==> src/include/pmc_pkg.sv <==
// package: constants and types for the power mode controller
`default_nettype none
package pmc_pkg;
  localparam int unsigned CLK_MHZ = 100;
  localparam int unsigned WAKE_HOLD_US = 1000;
  localparam int unsigned WAKE_HOLD_CYC = WAKE_HOLD_US * CLK_MHZ;
  localparam int unsigned PROBE_CYC = 4;
  localparam logic [31:0] CNT_RST = 32'h0000_0000;

  typedef enum {PMC_BOOT, PMC_PROBE, PMC_WAKE, PMC_SHIP, PMC_LOWPWR, PMC_ACTIVE, PMC_CHARGE} pmc_state_t;

  // analog comparator results, all active high
  typedef struct packed {
    logic in_above_uv;
    logic in_above_ovp;
    logic in_above_bat_slp;
    logic bat_above_uv;
    logic bat_above_uv_hyst;
    logic bat_above_uv_max;
    logic discharge_oc;
    logic charge_done;
  } pmc_sense_t;

  typedef struct packed {
    logic always_on_rail;
    logic system_rail_from_in;
    logic battery_discharge_switch;
    logic aux_output;
    logic serial_enable;
    logic interrupt_enable;
    logic converter_enable;
    logic charge_active;
    logic osc_full;
  } pmc_gate_t;
endpackage
`default_nettype wire

==> src/hdl/pmc_top.sv <==
// power mode controller: mode state machine and output gating
`timescale 1ns/1ps
`default_nettype none
module pmc_top #(
  // wake hold time in clock cycles; a parameter so short runs can shrink it
  parameter int unsigned WAKE_CYC = pmc_pkg::WAKE_HOLD_CYC
) (
  input wire logic mclk_i,
  input wire logic rst_b_i,
  input wire pmc_pkg::pmc_sense_t sense_i,
  input wire logic pushbutton_n_i,
  input wire logic low_power_request_n_i,
  input wire logic charge_enable_n_i,
  input wire logic ship_request_set_i,
  input wire logic ship_request_clear_i,
  input wire logic aux_output_enable_i,
  input wire logic host_busy_i,
  input wire logic battery_insert_i,
  output pmc_pkg::pmc_gate_t gate_o,
  output logic ship_request_bit_o,
  output logic [2:0] mode_o
);
  // ************************************************************
  // state
  // ************************************************************
  pmc_pkg::pmc_state_t state_r, state_nxt;
  logic [31:0] cnt_r;
  logic held_r;
  logic ship_req_r;
  logic bat_ok_r;
  logic ocp_r;
  logic aux_hold_r;

  wire logic in_valid = sense_i.in_above_uv;

  // ************************************************************
  // decode helpers
  // ************************************************************
  // input present and below overvoltage: the only input that may feed the rail, and the charger except in a charge entry cycle from boot, probe, wake or ship
  function automatic logic in_usable(
    input pmc_pkg::pmc_sense_t s
  );
    in_usable = s.in_above_uv && !s.in_above_ovp;
  endfunction

  // ship entry waits for the input to go and the button to come up
  function automatic logic ship_ready(
    input logic req,
    input pmc_pkg::pmc_sense_t s,
    input logic pb_n
  );
    ship_ready = req && !s.in_above_uv && pb_n;
  endfunction

  // hysteresis state as it will be after this edge, so a trip acts without a cycle of lag
  function automatic logic bat_ok_now(
    input logic bat_ok,
    input pmc_pkg::pmc_sense_t s
  );
    bat_ok_now = s.bat_above_uv && (bat_ok || s.bat_above_uv_hyst);
  endfunction

  // battery switch may close on battery power
  function automatic logic switch_allowed(
    input logic bat_ok,
    input logic oc_hit,
    input pmc_pkg::pmc_sense_t s
  );
    switch_allowed = bat_ok_now(bat_ok, s) && !oc_hit && !s.discharge_oc;
  endfunction

  // code seen outside; probe and wake report as boot since no rail is up for the host yet
  function automatic logic [2:0] mode_code(
    input pmc_pkg::pmc_state_t st
  );
    case (st)
      pmc_pkg::PMC_SHIP: begin
        mode_code = 3'h1;
      end
      pmc_pkg::PMC_LOWPWR: begin
        mode_code = 3'h2;
      end
      pmc_pkg::PMC_ACTIVE: begin
        mode_code = 3'h3;
      end
      pmc_pkg::PMC_CHARGE: begin
        mode_code = 3'h4;
      end
      default: begin
        mode_code = 3'h0;
      end
    endcase
  endfunction

  // ************************************************************
  // ship request bit
  // ************************************************************
  // host clear; set wins over a simultaneous clear
  // being in ship mode (state_r == PMC_SHIP) also clears the bit
  always_ff @(posedge mclk_i) begin
    if (!rst_b_i) begin
      ship_req_r <= 1'b0;
    end else if (ship_request_set_i) begin
      ship_req_r <= 1'b1;
    end else if (ship_request_clear_i && in_valid) begin
      ship_req_r <= 1'b0;
    end else if (state_r == pmc_pkg::PMC_SHIP) begin
      ship_req_r <= 1'b0;
    end
  end

  // ************************************************************
  // battery undervoltage with hysteresis
  // ************************************************************
  // trip below threshold, release above threshold plus hysteresis
  always_ff @(posedge mclk_i) begin
    if (!rst_b_i) begin
      bat_ok_r <= 1'b0;
    end else if (!sense_i.bat_above_uv) begin
      bat_ok_r <= 1'b0;
    end else if (sense_i.bat_above_uv_hyst) begin
      bat_ok_r <= 1'b1;
    end
  end

  // ************************************************************
  // overcurrent latch
  // ************************************************************
  // overcurrent trips switch; cleared when leaving battery operation
  // limitation: a trip keeps the switch open until input returns or ship is entered
  always_ff @(posedge mclk_i) begin
    if (!rst_b_i) begin
      ocp_r <= 1'b0;
    end else if (sense_i.discharge_oc) begin
      ocp_r <= 1'b1;
    end else if (in_valid || state_r == pmc_pkg::PMC_SHIP) begin
      ocp_r <= 1'b0;
    end
  end

  // ************************************************************
  // wake hold counter: counts button low time
  // ************************************************************
  // button low time within one state, saturating at the hold time
  always_ff @(posedge mclk_i) begin
    if (!rst_b_i) begin
      cnt_r <= pmc_pkg::CNT_RST;
    end else if (state_r != state_nxt || pushbutton_n_i) begin
      cnt_r <= pmc_pkg::CNT_RST;
    end else if (cnt_r < WAKE_CYC) begin
      cnt_r <= cnt_r + 32'h0000_0001;
    end
  end

  // ************************************************************
  // held flag
  // ************************************************************
  // lasts one press: a refused release must not leave it armed for later
  always_ff @(posedge mclk_i) begin
    if (!rst_b_i) begin
      held_r <= 1'b0;
    end else if (state_r != state_nxt || pushbutton_n_i) begin
      held_r <= 1'b0;
    end else if (cnt_r >= WAKE_CYC) begin
      held_r <= 1'b1;
    end
  end

  // ************************************************************
  // aux output enable held through low power
  // ************************************************************
  // frozen on entry; the host cannot reach the bit while the serial side is down
  always_ff @(posedge mclk_i) begin
    if (!rst_b_i) begin
      aux_hold_r <= 1'b0;
    end else if (state_r != pmc_pkg::PMC_LOWPWR) begin
      aux_hold_r <= aux_output_enable_i;
    end
  end

  // ************************************************************
  // mode selection
  // ************************************************************
  // single machine, evaluated every cycle
  always_comb begin
    state_nxt = state_r;
    case (state_r)
      pmc_pkg::PMC_BOOT: begin
        // input insertion wakes straight to charge mode
        if (in_valid) begin
          state_nxt = pmc_pkg::PMC_CHARGE;
        end else if (battery_insert_i) begin
          state_nxt = pmc_pkg::PMC_PROBE;
        end
      end
      pmc_pkg::PMC_PROBE: begin
        // rail raised briefly to sample the button
        // a button already up means nobody wants the system on, so back to ship
        if (in_valid) begin
          state_nxt = pmc_pkg::PMC_CHARGE;
        end else if (cnt_r >= pmc_pkg::PROBE_CYC || pushbutton_n_i) begin
          state_nxt = pushbutton_n_i ? pmc_pkg::PMC_SHIP : pmc_pkg::PMC_WAKE;
        end
      end
      pmc_pkg::PMC_WAKE: begin
        // power up only after wake hold time
        // a release before the hold time counts as no wake
        if (in_valid) begin
          state_nxt = pmc_pkg::PMC_CHARGE;
        end else if (held_r) begin
          state_nxt = pmc_pkg::PMC_ACTIVE;
        end else if (pushbutton_n_i) begin
          state_nxt = pmc_pkg::PMC_SHIP;
        end
      end
      pmc_pkg::PMC_SHIP: begin
        // exit on input, or on held-and-released button with battery high
        if (in_valid) begin
          state_nxt = pmc_pkg::PMC_CHARGE;
        end else if (held_r && pushbutton_n_i && sense_i.bat_above_uv_max) begin
          state_nxt = pmc_pkg::PMC_ACTIVE;
        end
      end
      pmc_pkg::PMC_LOWPWR: begin
        // leave low power
        // an overvoltage input leaves the battery feeding the rail, never low power
        if (in_usable(sense_i)) begin
          state_nxt = pmc_pkg::PMC_CHARGE;
        end else if (low_power_request_n_i || !pushbutton_n_i || sense_i.in_above_ovp) begin
          state_nxt = pmc_pkg::PMC_ACTIVE;
        end
      end
      pmc_pkg::PMC_ACTIVE: begin
        // ship entry ignores charge enable, waits on input and button
        // checked first so a pending request wins as soon as its waits are over
        if (ship_ready(ship_req_r, sense_i, pushbutton_n_i)) begin
          state_nxt = pmc_pkg::PMC_SHIP;
        end else if (in_usable(sense_i)) begin
          state_nxt = pmc_pkg::PMC_CHARGE;
        // low power only when all conditions hold
        end else if (!low_power_request_n_i && !in_valid && pushbutton_n_i && !host_busy_i) begin
          state_nxt = pmc_pkg::PMC_LOWPWR;
        end
      end
      pmc_pkg::PMC_CHARGE: begin
        // input removal releases a pending ship entry
        if (!in_usable(sense_i)) begin
          state_nxt = (ship_ready(ship_req_r, sense_i, pushbutton_n_i) && !sense_i.in_above_ovp) ?
                      pmc_pkg::PMC_SHIP : pmc_pkg::PMC_ACTIVE;
        end
      end
      default: begin
        state_nxt = pmc_pkg::PMC_BOOT;
      end
    endcase
  end

  // ************************************************************
  // state register
  // ************************************************************
  always_ff @(posedge mclk_i) begin
    if (!rst_b_i) begin
      state_r <= pmc_pkg::PMC_BOOT;
    end else begin
      state_r <= state_nxt;
    end
  end

  // ************************************************************
  // output gating, registered
  // ************************************************************
  always_ff @(posedge mclk_i) begin
    if (!rst_b_i) begin
      gate_o <= '0;
    end else begin
      gate_o <= '0;
      case (state_nxt)
        pmc_pkg::PMC_PROBE, pmc_pkg::PMC_WAKE: begin
          // always-on rail up while button sampled
          gate_o.always_on_rail <= 1'b1;
          gate_o.osc_full <= 1'b1;
        end
        pmc_pkg::PMC_LOWPWR: begin
          // rail from battery, aux keeps its enable, rest off
          gate_o.always_on_rail <= 1'b1;
          // entry cycle still follows the bit, later cycles read the frozen copy
          gate_o.aux_output <= (state_r == pmc_pkg::PMC_LOWPWR) ? aux_hold_r : aux_output_enable_i;
          gate_o.battery_discharge_switch <= switch_allowed(bat_ok_r, ocp_r, sense_i);
        end
        pmc_pkg::PMC_ACTIVE: begin
          gate_o.always_on_rail <= 1'b1;
          gate_o.aux_output <= aux_output_enable_i;
          gate_o.battery_discharge_switch <= switch_allowed(bat_ok_r, ocp_r, sense_i);
          gate_o.serial_enable <= 1'b1;
          gate_o.interrupt_enable <= 1'b1;
          gate_o.converter_enable <= 1'b1;
          gate_o.osc_full <= 1'b1;
        end
        pmc_pkg::PMC_CHARGE: begin
          // converter continuous, rail from input in window
          gate_o.always_on_rail <= 1'b1;
          gate_o.aux_output <= aux_output_enable_i;
          gate_o.system_rail_from_in <= sense_i.in_above_bat_slp && !sense_i.in_above_ovp;
          gate_o.battery_discharge_switch <= !sense_i.discharge_oc;
          gate_o.serial_enable <= 1'b1;
          gate_o.interrupt_enable <= 1'b1;
          gate_o.converter_enable <= 1'b1;
          gate_o.osc_full <= 1'b1;
          gate_o.charge_active <= !charge_enable_n_i && !sense_i.charge_done;
        end
        default: begin
          // ship and boot: everything off, the cleared defaults above stand
        end
      endcase
    end
  end

  // ************************************************************
  // mode code output
  // ************************************************************
  // taken from the next state so the code changes on the same edge as the gates
  always_ff @(posedge mclk_i) begin
    if (!rst_b_i) begin
      mode_o <= 3'h0;
    end else begin
      mode_o <= mode_code(state_nxt);
    end
  end

  // ************************************************************
  // ship request bit output
  // ************************************************************
  always_ff @(posedge mclk_i) begin
    if (!rst_b_i) begin
      ship_request_bit_o <= 1'b0;
    end else begin
      ship_request_bit_o <= ship_req_r;
    end
  end
endmodule
`default_nettype wire

==> config.mk <==
export PLATFORM = sky130hd
export DESIGN_NAME = pmc_top
export DESIGN_NICKNAME = d
export VERILOG_FILES = /design/src/include/pmc_pkg.sv /design/src/hdl/pmc_top.sv
export SDC_FILE = /design/constraint.sdc
export NUM_CORES = 1
export LEC_CHECK = 0
export ABC_AREA = 1
export BUFFER_PORTS_ARGS = -buffer_cell sky130_fd_sc_hd__clkbuf_2
export CAP_MARGIN = 25
export CORE_ASPECT_RATIO = 1.5
export CORE_UTILIZATION = 45
export DETAILED_ROUTE_END_ITERATION = 10
export PLACE_DENSITY = 0.66
export REMOVE_ABC_BUFFERS = 1
export SLEW_MARGIN = 10
export SYNTH_ARGS = -nofsm -noshare
export SYNTH_HDL_FRONTEND = slang
export SYNTH_SLANG_ARGS = --single-unit
==> constraint.sdc <==
create_clock -name mclk_i -period 6.9 [get_ports mclk_i]
set_input_delay 2.07 -clock mclk_i [delete_from_list [all_inputs] [get_ports mclk_i]]
set_output_delay 2.07 -clock mclk_i [all_outputs]
set_load 0.005 [all_outputs]
==> Yosys cells after proc, flatten, opt, wreduce, memory -nomap -nowiden <==
Cells that the tools add are included.
{ "op_classes": {"mux": 29, "bitwise_logic": 1, "n_lt_le_gt_ge": 3, "n_reduce_logical": 39, "mul": 0, "addsub": 1, "n_eq_ne": 16, "n_shift": 0, "n_div": 0} }
{ "op_table": {"columns": ["op", "n"], "rows": [
  ["2-to-1 mux 32 bit", 15],
  ["equality test 32 x 3 -> 1 bit, second input constant", 7],
  ["case mux 32 bit (7 select lines)", 1],
  ["equality test 32 x 2 -> 1 bit, second input constant", 4],
  ["equality test 32 x 1 -> 1 bit, second input constant", 2],
  ["adder 32 x 1 -> 32 bit, second input constant", 1],
  ["equality test 32 x 4 -> 1 bit, second input constant", 1],
  ["greater-or-equal comparator 32 x 17 -> 1 bit, second input constant", 1],
  ["greater-or-equal comparator 32 x 3 -> 1 bit, second input constant", 1],
  ["zero test 32 bit", 1],
  ["less-than comparator 32 x 17 -> 1 bit, second input constant", 1],
  ["!= test 32 bit", 1],
  ["!= test 32 x 4 -> 1 bit, second input constant", 1],
  ["logical AND 1 bit", 15],
  ["case mux 3 bit (4 select lines)", 1],
  ["zero test 1 bit", 9],
  ["2-to-1 mux 1 bit", 9],
  ["logical OR 1 bit", 6],
  ["2-to-1 mux 3 bit", 2],
  ["case mux 2 bit (3 select lines)", 1],
  ["OR reduction 5 bit", 1],
  ["AND reduction 2 bit", 2],
  ["OR reduction 2 bit", 2],
  ["OR reduction 4 bit", 1],
  ["other kinds (3)", 3]
]} }
{ "word_totals": {"wordCells": 107, "reg_bits": 82, "memories": 0, "romBits": 0, "latch_bits": 0, "ram_bits": 0} }

==> Logic depth before layout (Yosys ltp) <==
{ "logic_depth": {"word_depth": 11, "ltp_mapped": 18, "mapped_depth_nobuf": 16} }

==> Worst setup path before layout <==
OpenSTA, ideal clock, no wires.
{ "synth_path": {"path_kind": "input to register", "from": "input port sense_i[7] (netlist bit)", "to": "register cnt_r[1]", "path_stages": 16, "t_arrival_ps": 3551, "setup_slack_ps": 3287, "path_buffers": 3, "setup_time_ps": 62, "cell_sequence": "buf_6 -> inv_4 -> buf_6 -> nand3_4 -> nor2_4 -> a21oi_1 -> nand3_1 -> nand2_1 -> nor2_1 -> nand2_1 -> o21bai_2 -> nand3_1 -> nor2_4 -> nand2_4 -> buf_12 -> nor2_4"} }
{ "synth_via": {"elab_chain_cells": 11} }
{ "synth_rtl": {"columns": ["element", "line_no", "text"], "rows": [
  ["from (decl)", "pmc_top.sv:10", "input wire pmc_pkg::pmc_sense_t sense_i,"],
  ["zero test 1 bit", "pmc_top.sv:52, pmc_top.sv:241", null],
  ["logical AND 1 bit (3 in a row)", "pmc_top.sv:241", "end else if (!low_power_request_n_i && !in_valid && pushbutton_n_i && !host_busy_i) begin"],
  ["2-to-1 mux 32 bit", "pmc_top.sv:241", null],
  ["2-to-1 mux 32 bit", "pmc_top.sv:238", "end else if (in_usable(sense_i)) begin"],
  ["2-to-1 mux 32 bit", "pmc_top.sv:236", "if (ship_ready(ship_req_r, sense_i, pushbutton_n_i)) begin"],
  ["case mux 32 bit (7 select lines) *", "pmc_top.sv:187", "case (state_r)"],
  ["!= test 32 bit *", "pmc_top.sv:148", "end else if (state_r != state_nxt || pushbutton_n_i) begin"],
  ["logical OR 1 bit *", "pmc_top.sv:148", null],
  ["OR reduction 2 bit (no source line) *", null, null],
  ["to (signal assigned)", "pmc_top.sv:147", "cnt_r <= pmc_pkg::CNT_RST;"],
  ["to (signal assigned)", "pmc_top.sv:149", "cnt_r <= pmc_pkg::CNT_RST;"],
  ["to (signal assigned)", "pmc_top.sv:151", "cnt_r <= cnt_r + 32'h0000_0001;"],
  ["to (decl)", "pmc_top.sv:27", "logic [31:0] cnt_r;"]
]} }
Every way passes the cells marked *; elsewhere a longest branch is shown, timed or not.
A chain may end at the register's enable or synchronous reset.

==> Worst setup path after layout <==
{ "layout_path": {"from": "input port sense_i[7] (netlist bit)", "to": "register cnt_r[9]"} }
The elaborated chain is that of the path after synthesis.

==> results.json <==
{
  "p_int_w": 0.000835,
  "vias": 3557,
  "switching_share_pct": 19.9,
  "worstSetupPathType": "in2reg",
  "cts_made_buffers": 9,
  "worst_pin_slew_ns": 0.897,
  "nets": 638,
  "dr.pass1.iters": 5,
  "synthTopCellsByCount": "nand2_1 (118), nor2_1 (85), dfxtp_1 (80)",
  "path_clk_slew_ns": 0.06,
  "htreeDepth": 3,
  "drive_above_1_share_pct": 20.1,
  "critPathMaxStageDelay_ns": 0.65,
  "clockRootBuffer": "clkbuf_16",
  "syn_avg_cell_area_sq_um": 7.45,
  "maxCapViolCount": 0,
  "io_buffers": 30,
  "synth.yosys.warnings": 0,
  "synth_most_common_cell": "nand2_1",
  "start_util_pct": 47.1,
  "viasPerCell": 4.86,
  "grt_pass1_vias": 3441,
  "ys_seq_elements": 80,
  "cp_max_fo": 32,
  "tns_ns": 0,
  "drt_iter0_drc": 133,
  "overflow": 0,
  "yosysSeqAreaShare_pct": 38.0,
  "crit_chain": "clkbuf_2, inv_4, nor2_4, inv_2, nand3_1, nand2_1, nand3_1, nand2_1, nor2_1, nand4_1, nand2_1, nor2_4, nand2_4, nor2_1",
  "grt_max_degree": 33,
  "fill_cells": 925,
  "post-route-period-util_pct": 59.1,
  "cp_slowest_cell": "nand2_4",
  "ant_nets": 0,
  "finalHoldViolations": 0,
  "gp_routability_congestion": 0.944,
  "final_cell_area_sq_um": 4760,
  "cp.required_ns": 7.08,
  "clkPwrFrac_pct": 51.1,
  "dp_hpwl_mm": 6.72,
  "io_pins": 31,
  "crit_buf_inv": 3,
  "antenna_found_initial": 0,
  "setup_viol": 0,
  "critPathMostFrequentCell": "nand2_1",
  "ir_worst_vdd_mv": 0.148,
  "end_kind": "register",
  "postCtsSetupBuffers": 0,
  "syn_to_final_growth_pct": 13.0,
  "cts_tree": "yes",
  "layout.cells.non_filler": 732,
  "syn_inst": 565,
  "min_period_ns": 4.07,
  "die_w_um": 81.0,
  "critPathTopFamily": "simple AND/OR/NAND/NOR gates",
  "p_per_area_nw_per_um2": 219,
  "design.die.area_sq_um": 9760,
  "fmax_mhz": 245,
  "placed_cells": 717,
  "maxSlewHeadroom_pct": 40.2,
  "rsz0062_at_grt": "no",
  "die_y_um": 120,
  "core.rowCount": 42,
  "yosys.area.top_type": "dfxtp_1",
  "maxSlewViolCount": 0,
  "synth_edf_count": 0,
  "cts-resized-gates": 0,
  "finalWirelength_mm": 8.95,
  "p_comb_share_pct": 3.0,
  "core-area_sq_um": 8930,
  "insertion_delay_ns": 0.33,
  "clock_tree.buffer_depth": 2,
  "synthDistinctLibCells": 37,
  "worstSetupStartpointType": "input port",
  "drc": 0,
  "synth_flop_cell": "dfxtp_1",
  "routedWlPerCell_um": 12.2,
  "p_leak_nw": 2.01,
  "syn_area_sq_um": 4210,
  "outcome": "finished clean",
  "arrival_ns": 4.25,
  "antenna_cells": 0,
  "placed_cell_area_sq_um": 4430,
  "min_path_type": "reg2reg",
  "cts.sinks": 80,
  "pwr-share-seq_pct": 45.9,
  "fin_skew_ns": 0.00738,
  "synth_area_leaders": "dfxtp_1 (38%), nand2_1 (11%), nor2_4 (9.4%), nor2_1 (7.6%), inv_1 (5.3%)",
  "grt_usage_pct": 20.3,
  "grt_pass1_wl_mm": 15.2,
  "p_sw_w": 0.000207,
  "cts_hold_buf": 0,
  "synth_top_area_share_pct": 38.0,
  "async_flop_share_pct": 0,
  "r2r_slack_ns": 3.88
}
final cells by class:
class                   instances  area, sq um  share of cell area, %
multi-input cells             425         2260                   47.5
inverters                      72          275                   5.78
flip-flops and latches         80         1600                   33.6
repair buffers                 30          150                   3.15
well taps                     110          138                   2.89
clock buffers                  10          229                   4.81
clock inverters                 5          106                   2.23
sequential cells by signal (all words and copies together) (netlist names):
| name | count |
|---|---|
| cnt_r | 32 |
| state_r | 32 |
| gate_o | 7 |
| mode_o | 3 |
| aux_hold_r | 1 |
| bat_ok_r | 1 |
| held_r | 1 |
| ocp_r | 1 |
| ship_req_r | 1 |
| ship_request_bit_o | 1 |
path summary, 6_finish.rpt:
path,from,endpoint,cells past startpoint
worst max-delay path,sense_i[7],cnt_r[9]$_SDFFE_PP0N_,14
worst min-delay path,cnt_r[22]$_SDFFE_PP0N_,cnt_r[22]$_SDFFE_PP0N_,2
worst max register to register,state_r[8]$_SDFF_PN0_,cnt_r[9]$_SDFFE_PP0N_,12
worst min register to register,cnt_r[22]$_SDFFE_PP0N_,cnt_r[22]$_SDFFE_PP0N_,2
layer usage:
layer	routed length, um	track usage, %
met3	411	4.15
met1	3640	22.0
met4	354	11.8
met2	4550	35.5
met5	0	0
worst register-to-register path: cells and delay by family, from the launching register on:
kind | cells | cell delay [ns]
AND/OR/NAND/NOR | 11 | 2.48
AO/OA/AOI/OAI | 1 | 0.08
flip-flops | 1 | 0.31
placed cells by master, fill, tap and decap left out, types with 10 or more instances in the layout:
cell type / netlist / final
nand2_1: 118 / 118
nor2_1: 85 / 85
dfxtp_1: 80 / 80
inv_1: 60 / 60
nand3_1: 41 / 41
nor2_4: 35 / 35
clkbuf_2: 0 / 30
conb_1: 1 / 29
nand4_1: 18 / 18
nor2_2: 17 / 17
o21ai_0: 14 / 14
nand2_2: 10 / 10
a21oi_1: 10 / 10
xor2_1: 10 / 10
metrics by stage:
step	utilization, %	hold slack [ns]	power (W)	worst slack (ns)
global route	53.3	0.484	0.00108	2.61
CTS	53.3	0.461	0.00105	2.83
global placement	49.5	0.441	0.000519	2.55
floorplan	-	0.429	0.000505	3.10
finish	53.3	0.460	0.00104	2.83
detailed placement	49.5	0.452	0.000519	2.49
logic make-up (layout without fill, tap and decap cells):
group                    count (synthesis)  count (layout)  share of synthesized area (%)
AO/OA/AOI/OAI                           32              32                           4.31
XOR/XNOR                                14              14                           2.91
adder cells (fa/ha/maj)                  2               2                          0.594
buffers and inverters                   88             117                           10.8
flip-flops                              80              80                           38.0
other                                    1              29                         0.0890
AND/OR/NAND/NOR                        348             348                           43.3
power by group through the flow:
stage	combinational (W)	sequential, W	clock (W)
after floorplan	0.0000186	0.000487	0
after global placement	0.0000306	0.000488	0
after detailed placement	0.0000306	0.000489	0
after CTS	0.0000309	0.000478	0.000543
after global routing	0.0000360	0.000479	0.000562
final	0.0000316	0.000478	0.000533
Note: power is estimated with default switching activity, not from simulation.
